### src/hdl/lxl_consts.svh
// register offsets, field positions, reset values and counts of the lane crossbar and LMFC block
// assumes APB with 32-bit data; each register index sits at byte address four times the index
`ifndef LXL_CONSTS_SVH
`define LXL_CONSTS_SVH

`define LXL_IDX_LAT0      12'h302
`define LXL_IDX_LAT1      12'h303
`define LXL_IDX_OFS0      12'h304
`define LXL_IDX_OFS1      12'h305
`define LXL_IDX_RDPT0     12'h306
`define LXL_IDX_RDPT1     12'h307
`define LXL_IDX_MAP01     12'h308
`define LXL_IDX_MAP23     12'h309
`define LXL_IDX_MODE      12'h30F

`define LXL_FIELD_W       6
`define LXL_SEL_LO_LSB    0
`define LXL_SEL_HI_LSB    3
`define LXL_SEL_W         3

`define LXL_RST_OFS       6'h00
`define LXL_RST_RDPT      6'h3F
`define LXL_RST_MAP01     6'h08
`define LXL_RST_MAP23     6'h1A
`define LXL_RDPT_MAX      6'h0C
`define LXL_CNT_MAX       6'h3F
`define LXL_HIST_DEPTH    63

`endif

### src/hdl/lxl_pkg.sv
// types shared by the lane crossbar and LMFC block
// assumes nothing beyond a SystemVerilog compiler
package lxl_pkg;
    typedef logic [2:0]  lxl_lane_sel_type;
    typedef logic [5:0]  lxl_cycles_type;
    typedef logic [11:0] lxl_index_type;
endpackage

### src/hdl/lxl_lane_xbar_lmfc.sv
// lane crossbar, receive LMFC delay, buffer read point and latency measurement
// assumes lane data, LMFC and boundary pulses come from logic on pclk
//
// Decided for this implementation: the APB interface to the registers.
`include "lxl_consts.svh"
`timescale 1ns/1ps
`default_nettype none
module lxl_lane_xbar_lmfc
    import lxl_pkg::*;
#(
    parameter int          LANE_W          = 40,
    parameter logic [3:0]  LINK0_LANE_MASK = 4'h3,
    parameter logic [3:0]  LINK1_LANE_MASK = 4'hC
) (
    input  wire logic               pclk,
    input  wire logic               presetn,
    input  wire logic               psel,
    input  wire logic               penable,
    input  wire logic               pwrite,
    input  wire logic [13:0]        paddr,
    input  wire logic [31:0]        pwdata,
    input  wire logic [3:0]         pstrb,
    output var  logic [31:0]        prdata,
    output var  logic               pready,
    output var  logic               pslverr,
    input  wire logic               lmfc_internal,
    input  wire logic [3:0]         lane_lmfc_boundary,
    input  wire logic [LANE_W-1:0]  serial_input_0,
    input  wire logic [LANE_W-1:0]  serial_input_1,
    input  wire logic [LANE_W-1:0]  serial_input_2,
    input  wire logic [LANE_W-1:0]  serial_input_3,
    input  wire logic [LANE_W-1:0]  serial_input_4,
    input  wire logic [LANE_W-1:0]  serial_input_5,
    input  wire logic [LANE_W-1:0]  serial_input_6,
    input  wire logic [LANE_W-1:0]  serial_input_7,
    output var  logic [LANE_W-1:0]  logical_lane0,
    output var  logic [LANE_W-1:0]  logical_lane1,
    output var  logic [LANE_W-1:0]  logical_lane2,
    output var  logic [LANE_W-1:0]  logical_lane3,
    output var  logic               link0_rx_lmfc,
    output var  logic               link1_rx_lmfc,
    output var  logic               link0_buffer_read,
    output var  logic               link1_buffer_read
);

    // ---------------- apb slave ----------------
    logic                 pready_q;
    logic                 pslverr_q;
    logic [31:0]          prdata_q;
    logic                 dual_link_q;
    lxl_cycles_type       ofs_q   [2];
    lxl_cycles_type       rdpt_q  [2];
    lxl_cycles_type       lat_q   [2];
    lxl_lane_sel_type     sel_q   [4];

    wire                  acc_cycle = psel & penable & ~pready_q;
    wire                  wr_commit = psel & penable & pready_q & pwrite & ~pslverr_q;
    wire                  wr_lane0  = pstrb[0];
    wire                  word_ok   = (paddr[1:0] == 2'b00);
    wire lxl_index_type   idx       = paddr[13:2];

    wire hit_lat0  = word_ok & (idx == `LXL_IDX_LAT0);
    wire hit_lat1  = word_ok & (idx == `LXL_IDX_LAT1);
    wire hit_ofs0  = word_ok & (idx == `LXL_IDX_OFS0);
    wire hit_ofs1  = word_ok & (idx == `LXL_IDX_OFS1);
    wire hit_rdpt0 = word_ok & (idx == `LXL_IDX_RDPT0);
    wire hit_rdpt1 = word_ok & (idx == `LXL_IDX_RDPT1);
    wire hit_map01 = word_ok & (idx == `LXL_IDX_MAP01);
    wire hit_map23 = word_ok & (idx == `LXL_IDX_MAP23);
    wire hit_mode  = word_ok & (idx == `LXL_IDX_MODE);
    wire hit_any   = hit_lat0 | hit_lat1 | hit_ofs0 | hit_ofs1 | hit_rdpt0 | hit_rdpt1
                   | hit_map01 | hit_map23 | hit_mode;

    // read-only latency registers refuse writes with an error
    wire bad_wr    = pwrite & (hit_lat0 | hit_lat1);

    // reserved bits 31:6 come back as zero
    wire [5:0] rd_field =
          hit_lat0  ? lat_q[0]
        : hit_lat1  ? lat_q[1]
        : hit_ofs0  ? ofs_q[0]
        : hit_ofs1  ? ofs_q[1]
        : hit_rdpt0 ? rdpt_q[0]
        : hit_rdpt1 ? rdpt_q[1]
        : hit_map01 ? {sel_q[1], sel_q[0]}
        : hit_map23 ? {sel_q[3], sel_q[2]}
        : hit_mode  ? {5'h00, dual_link_q}
        : 6'h00;
    wire [31:0] rd_word = {26'h0000000, rd_field};

    // one wait state: answer on the second access-phase edge
    always_ff @(posedge pclk or negedge presetn) begin
        if (!presetn) begin
            pready_q  <= 1'b0;
            pslverr_q <= 1'b0;
            prdata_q  <= 32'h00000000;
        end else begin
            pready_q  <= acc_cycle;
            pslverr_q <= acc_cycle & (~hit_any | bad_wr);
            if (acc_cycle & ~pwrite) begin
                prdata_q <= rd_word;
            end
        end
    end

    wire [5:0] wr_field = pwdata[5:0];

    always_ff @(posedge pclk or negedge presetn) begin
        if (!presetn) begin
            ofs_q[0]    <= `LXL_RST_OFS;
            ofs_q[1]    <= `LXL_RST_OFS;
            rdpt_q[0]   <= `LXL_RST_RDPT;
            rdpt_q[1]   <= `LXL_RST_RDPT;
            dual_link_q <= 1'b0;
        end else if (wr_commit & wr_lane0) begin
            if (hit_ofs0) ofs_q[0] <= wr_field;
            if (hit_ofs1) ofs_q[1] <= wr_field;
            if (hit_rdpt0) rdpt_q[0] <= wr_field;
            if (hit_rdpt1) rdpt_q[1] <= wr_field;
            if (hit_mode) dual_link_q <= pwdata[0];
        end
    end

    always_ff @(posedge pclk or negedge presetn) begin
        if (!presetn) begin
            sel_q[0] <= 3'(`LXL_RST_MAP01 >> `LXL_SEL_LO_LSB);
            sel_q[1] <= 3'(`LXL_RST_MAP01 >> `LXL_SEL_HI_LSB);
            sel_q[2] <= 3'(`LXL_RST_MAP23 >> `LXL_SEL_LO_LSB);
            sel_q[3] <= 3'(`LXL_RST_MAP23 >> `LXL_SEL_HI_LSB);
        end else if (wr_commit & wr_lane0) begin
            if (hit_map01) begin
                sel_q[0] <= wr_field[`LXL_SEL_LO_LSB +: `LXL_SEL_W];
                sel_q[1] <= wr_field[`LXL_SEL_HI_LSB +: `LXL_SEL_W];
            end
            if (hit_map23) begin
                sel_q[2] <= wr_field[`LXL_SEL_LO_LSB +: `LXL_SEL_W];
                sel_q[3] <= wr_field[`LXL_SEL_HI_LSB +: `LXL_SEL_W];
            end
        end
    end

    assign prdata  = prdata_q;
    assign pready  = pready_q;
    assign pslverr = pslverr_q;

    // ---------------- crossbar ----------------
    logic [LANE_W-1:0] phys [8];
    logic [LANE_W-1:0] lane_q [4];

    assign phys[0] = serial_input_0;
    assign phys[1] = serial_input_1;
    assign phys[2] = serial_input_2;
    assign phys[3] = serial_input_3;
    assign phys[4] = serial_input_4;
    assign phys[5] = serial_input_5;
    assign phys[6] = serial_input_6;
    assign phys[7] = serial_input_7;

    generate
        for (genvar g = 0; g < 4; g++) begin : g_lane
            // binary index straight into the physical array, sharing allowed
            wire [LANE_W-1:0] lane_d = phys[sel_q[g]];
            always_ff @(posedge pclk or negedge presetn) begin
                if (!presetn) begin
                    lane_q[g] <= '0;
                end else begin
                    lane_q[g] <= lane_d;
                end
            end
        end
    endgenerate

    assign logical_lane0 = lane_q[0];
    assign logical_lane1 = lane_q[1];
    assign logical_lane2 = lane_q[2];
    assign logical_lane3 = lane_q[3];

    // ---------------- per-link LMFC delay, read point, latency ----------------
    logic [`LXL_HIST_DEPTH-1:0] lmfc_hist_q;
    logic                       rx_int    [2];
    logic                       rd_int    [2];
    logic                       rx_q      [2];
    logic                       rd_q      [2];
    logic                       armed_q   [2];
    logic [3:0]                 seen_q    [2];
    lxl_cycles_type             cnt_q     [2];
    wire                        link_on   [2];
    wire  [3:0]                 lane_mask [2];

    assign link_on[0]   = 1'b1;
    assign link_on[1]   = dual_link_q;
    assign lane_mask[0] = LINK0_LANE_MASK;
    assign lane_mask[1] = LINK1_LANE_MASK;

    always_ff @(posedge pclk or negedge presetn) begin
        if (!presetn) begin
            lmfc_hist_q <= '0;
        end else begin
            lmfc_hist_q <= {lmfc_hist_q[`LXL_HIST_DEPTH-2:0], lmfc_internal};
        end
    end

    generate
        for (genvar k = 0; k < 2; k++) begin : g_link
            logic [`LXL_HIST_DEPTH-1:0] rx_hist_q;
            wire [5:0] ofs_m1  = ofs_q[k] - 6'h01;
            wire [5:0] rdpt_m1 = rdpt_q[k] - 6'h01;
            // tap the delay line at the programmed cycle count
            wire tap_rx = (ofs_q[k] == 6'h00) ? lmfc_internal : lmfc_hist_q[ofs_m1];
            wire tap_rd = (rdpt_q[k] == 6'h00) ? rx_int[k] : rx_hist_q[rdpt_m1];
            assign rx_int[k] = link_on[k] & tap_rx;
            assign rd_int[k] = link_on[k] & tap_rd;

            wire [3:0] seen_now = lane_lmfc_boundary & lane_mask[k];
            wire [3:0] seen_d   = rx_int[k] ? seen_now : (seen_q[k] | seen_now);
            wire [5:0] cnt_cur  = rx_int[k] ? 6'h00 : cnt_q[k];
            wire       done     = (rx_int[k] | armed_q[k]) & (seen_d == lane_mask[k]);
            wire [5:0] cnt_inc  = (cnt_cur == `LXL_CNT_MAX) ? cnt_cur : cnt_cur + 6'h01;

            always_ff @(posedge pclk or negedge presetn) begin
                if (!presetn) begin
                    rx_hist_q <= '0;
                    rx_q[k]   <= 1'b0;
                    rd_q[k]   <= 1'b0;
                end else begin
                    rx_hist_q <= {rx_hist_q[`LXL_HIST_DEPTH-2:0], rx_int[k]};
                    rx_q[k]   <= rx_int[k];
                    rd_q[k]   <= rd_int[k];
                end
            end

            // count from rx LMFC until every lane of the link has shown its boundary
            always_ff @(posedge pclk or negedge presetn) begin
                if (!presetn) begin
                    armed_q[k] <= 1'b0;
                    seen_q[k]  <= 4'h0;
                    cnt_q[k]   <= 6'h00;
                    lat_q[k]   <= 6'h00;
                end else if (!link_on[k]) begin
                    armed_q[k] <= 1'b0;
                    seen_q[k]  <= 4'h0;
                    cnt_q[k]   <= 6'h00;
                end else begin
                    seen_q[k]  <= seen_d;
                    cnt_q[k]   <= cnt_inc;
                    armed_q[k] <= (rx_int[k] | armed_q[k]) & ~done;
                    if (done) begin
                        lat_q[k] <= cnt_cur;
                    end
                end
            end
        end
    endgenerate

    assign link0_rx_lmfc     = rx_q[0];
    assign link1_rx_lmfc     = rx_q[1];
    assign link0_buffer_read = rd_q[0];
    assign link1_buffer_read = rd_q[1];
endmodule
`default_nettype wire

### config.mk
export PLATFORM = sky130hd
export DESIGN_NAME = lxl_lane_xbar_lmfc
export DESIGN_NICKNAME = d
export VERILOG_FILES = /design/src/hdl/lxl_pkg.sv /design/src/hdl/lxl_lane_xbar_lmfc.sv
export VERILOG_INCLUDE_DIRS = /design/src /design/src/hdl
export SDC_FILE = /design/constraint.sdc
export NUM_CORES = 1
export LEC_CHECK = 0
export ABC_AREA = 0
export BUFFER_PORTS_ARGS = -buffer_cell sky130_fd_sc_hd__clkbuf_2
export CORE_AREA = 4 4 225 227
export CTS_CLUSTER_DIAMETER = 200
export CTS_CLUSTER_SIZE = 40
export DETAILED_ROUTE_END_ITERATION = 16
export DIE_AREA = 0 0 229 231
export PLACE_DENSITY = 0.77
export SYNTH_ARGS = -nofsm -noshare
export SYNTH_HDL_FRONTEND = slang
export SYNTH_SLANG_ARGS = --single-unit
### constraint.sdc
create_clock -name pclk -period 4.7 [get_ports pclk]
set_input_delay 0.235 -clock pclk [delete_from_list [all_inputs] [get_ports pclk]]
set_output_delay 0.235 -clock pclk [all_outputs]
set_load 0.01 [all_outputs]
==> impl_metrics.toml <==
[logic_synthesis]
ys.flop_type = "dfrtp_1"
syn_avg_cell_area_um2 = 16.02
ys_ff_latch = 430
synth_edf_count = 0
netlist_area_um2 = 24990
async_flop_share = 1.000
syn_inst = 1560
yosys_warnings = 0
seq_area_frac_synth = 0.4314
synth.distinct_cells = 78

[layout]
drive_above_1_share = 0.5959
nFillCells = 3716
final_nets = 2392
syn2layout_area_growth_pct = 14.44
fin_util = 0.5879
fin_area_um2 = 28600
mostFrequentLayoutCells = "clkbuf_2, dfrtp_1, mux4_2"
layout_commonest_cell = "clkbuf_2"

[grt]
grt.total_usage = 0.2823
antenna_found_initial = 32
grt_pass1_wl_um = 114700
gr-total-overflow = 0
grt_max_degree = 117
grt_pass1_vias = 18380

[clocking]
hold_buffers = 10
clock-root-buffer = "clkbuf_16"
clk_latency_ns = 0.57
post-cts-setup-buffers = 0
clk_pin_slew_ns = 0.15
cts_buffers = 14
cts_resized = 0
cts_tree = "done"
htreeDepth = 1
clockBufferDepth = 3
cts.sinks = 430

[sta]
setup_viol = 0
rsz0062_at_grt = "false"
hold_viol_final = 0
finalCritPeriodShare = 0.9246
slew_viol_final = 0
clock_skew_ns = 0.03122
hold_ws_ns = 0.04638
timing.setup.tns_ns = 0
max_freq_ghz = 0.2301
fin_crit_ns = 4.345
worst_slew_pin_slew_ns = 1.010
postLayoutSetupSlackWorst_ns = 0.3545
relSlewSlack = 0.3216

[run]
cap_violations = 0

[routing]
drt_wl_total_um = 75600
drc = 0
drt_iter0_markers = 1899
vias = 17670
drt-vias-per-instance = 6.653
routedWlPerCell_um = 28.46
ant_nets = 0
drtPass1Iterations = 5

[placed_design]
portBuffers = 522
place.gp.congestion = 0.8963
place_area_um2 = 28030
dp_hpwl_um = 53720
post-place-ws_ns = 0.4396

[floorplanning]
io_pins = 578
row_count = 81
initial_core_util = 0.5137
die_h_um = 231
dieArea_um2 = 52900
die_w_um = 229
core_region_area_um2 = 48650

[run_status]
outcome = "completed"

[worst_setup_path]
crit_arrival_ns = 4.80
worstSetupStartpointType = "register"
criticalPathCategory = "register to register"
critPathMaxFanout = 10
cp-end-kind = "register"
reg2regPathDepth = 16
cp_data_required_time_ns = 5.15

[worst_hold_path]
holdPathStages = 3
hold_class = "primary input to register"

[power_and_ir_drop]
sequentialPowerShare = 0.595
vdd_drop_max_mv = 0.3524
power_frac_comb = 0.150
p_sw_mw = 1.732
power_frac_clock = 0.256
p_leak_nw = 11.53
intPower_mw = 4.939
power_density_nw_per_um2 = 233.3
swShare = 0.2597
[metrics by stage]
stage                     power [mW]  std cells
final                          6.671       2656
after global routing           6.953       2651
after CTS                      6.719       2629
after detailed placement       5.017       2598
after global placement         4.972       2598
after floorplan                4.511       1585
[layout make-up]
cell class	instances	area, um^2	area share
Multi-Input combinational cell	966	13410	0.4689
Sequential cell	430	10820	0.3782
Timing Repair Buffer	558	3005	0.1051
Tap cell	622	778.2	0.02721
Clock buffer	19	369.1	0.01291
Inverter	32	125.1	0.004375
Antenna cell	27	67.56	0.002363
Clock inverter	2	27.53	0.0009625
[per-layer routing]
metal  up-vias  global-route usage  wire length, um
met1      9301              0.3738            27900
met2       992              0.4570            37200
met5         -                   0               29
met4         4              0.1269             4112
li1       7162                   -                -
met3       211             0.05861             6362
[worst max-delay path, cell delays in order, from the launching register on]
cell and delay, ns:
dfrtp_1 0.51, inv_1 0.14, ha_1 0.58, buf_4 0.25, mux4_2 0.30, nor3_1 0.14, a311oi_1 0.08, o41ai_2 0.41
o211a_4 0.28, or2_1 0.22, and2_1 0.16, ha_1 0.24, nand3_1 0.16, nor3_1 0.34, and3_1 0.23, a21oi_1 0.07
o311ai_0 0.12
[final timing paths]
path / from / end / slack (ns)
worst max-delay path: ofs_q[1] / cnt_q[1] / 0.35
worst min-delay path: pwdata[4] / ofs_q[10] / 0.05
worst max register to register: ofs_q[1] / cnt_q[1] / 0.35
worst min register to register: g_link[0].rx_hist_q[30] / g_link[0].rx_hist_q[31] / 0.36
max in group asynchronous: presetn / lmfc_hist_q[43] / 3.18
min in group asynchronous: presetn / logical_lane0[28] / 0.36
[synthesized netlist by cell type (3+ instances only)]
| cell type | count | share of area |
|---|---|---|
| and3_1 | 12 | 0.0030 |
| a21oi_1 | 17 | 0.0034 |
| buf_6 | 6 | 0.0027 |
| buf_4 | 28 | 0.0084 |
| nor3_1 | 19 | 0.0038 |
| o2bb2ai_1 | 4 | 0.0014 |
| a2111oi_0 | 3 | 0.0011 |
| mux2i_1 | 18 | 0.0072 |
| clkbuf_1 | 70 | 0.011 |
| ha_1 | 10 | 0.0050 |
| nand2b_1 | 6 | 0.0015 |
| and2_1 | 7 | 0.0018 |
| o32ai_1 | 5 | 0.0018 |
| o21ai_0 | 31 | 0.0062 |
| a22oi_1 | 12 | 0.0036 |
| a31oi_1 | 5 | 0.0013 |
| or3_1 | 3 | 0.00075 |
| o22ai_1 | 4 | 0.0010 |
| o2bb2ai_2 | 3 | 0.0018 |
| o311ai_0 | 4 | 0.0014 |
| inv_1 | 31 | 0.0047 |
| mux4_2 | 387 | 0.35 |
| mux2_2 | 198 | 0.089 |
| nand2_1 | 51 | 0.0077 |
| buf_1 | 42 | 0.0063 |
| dfrtp_1 | 414 | 0.41 |
| nand3b_1 | 3 | 0.00090 |
| buf_2 | 10 | 0.0020 |
| o211ai_1 | 5 | 0.0015 |
| dfstp_2 | 16 | 0.017 |
| xnor2_1 | 12 | 0.0042 |
| a211oi_1 | 7 | 0.0021 |
| nor2_1 | 30 | 0.0045 |
| nor4_1 | 4 | 0.0010 |
| nand3_1 | 23 | 0.0046 |
[state kept, by name, indices dropped and copies added (netlist names), 2 cells and up]
register and count:
g_link.rx_hist_q 126, lmfc_hist_q 63, logical_lane0 40, logical_lane1 40, logical_lane2 40, logical_lane3 40
cnt_q 12, lat_q 12, ofs_q 12, rdpt_q 12, sel_q 12, seen_q 8
prdata 6, armed_q 2
[cell families (layout without fill, tap and decap cells)]
family / after synthesis / after routing / synth area share
AO/OA/AOI/OAI: 136 / 136 / 0.04146
XOR/XNOR: 15 / 15 / 0.005558
AND/OR/NAND/NOR: 176 / 176 / 0.03545
adder cells (fa/ha/maj): 10 / 10 / 0.005007
multiplexers: 603 / 603 / 0.4452
flip-flops: 430 / 430 / 0.4314
other: 1 / 53 / 0.0001501
buffers and inverters: 189 / 611 / 0.03575
[power groups by stage]
| stage | logic (mW) | clock network (mW) | registers [mW] |
|---|---|---|---|
| 6_report | 0.998 | 1.71 | 3.97 |
| 5_1_grt | 1.09 | 1.88 | 3.98 |
| 4_1_cts | 0.996 | 1.76 | 3.96 |
| 3_5_place_dp | 0.983 | 0 | 4.03 |
| 3_3_place_gp | 0.944 | 0 | 4.03 |
| 2_1_floorplan | 0.469 | 0 | 4.04 |
Power figures use the tool's default switching activity.
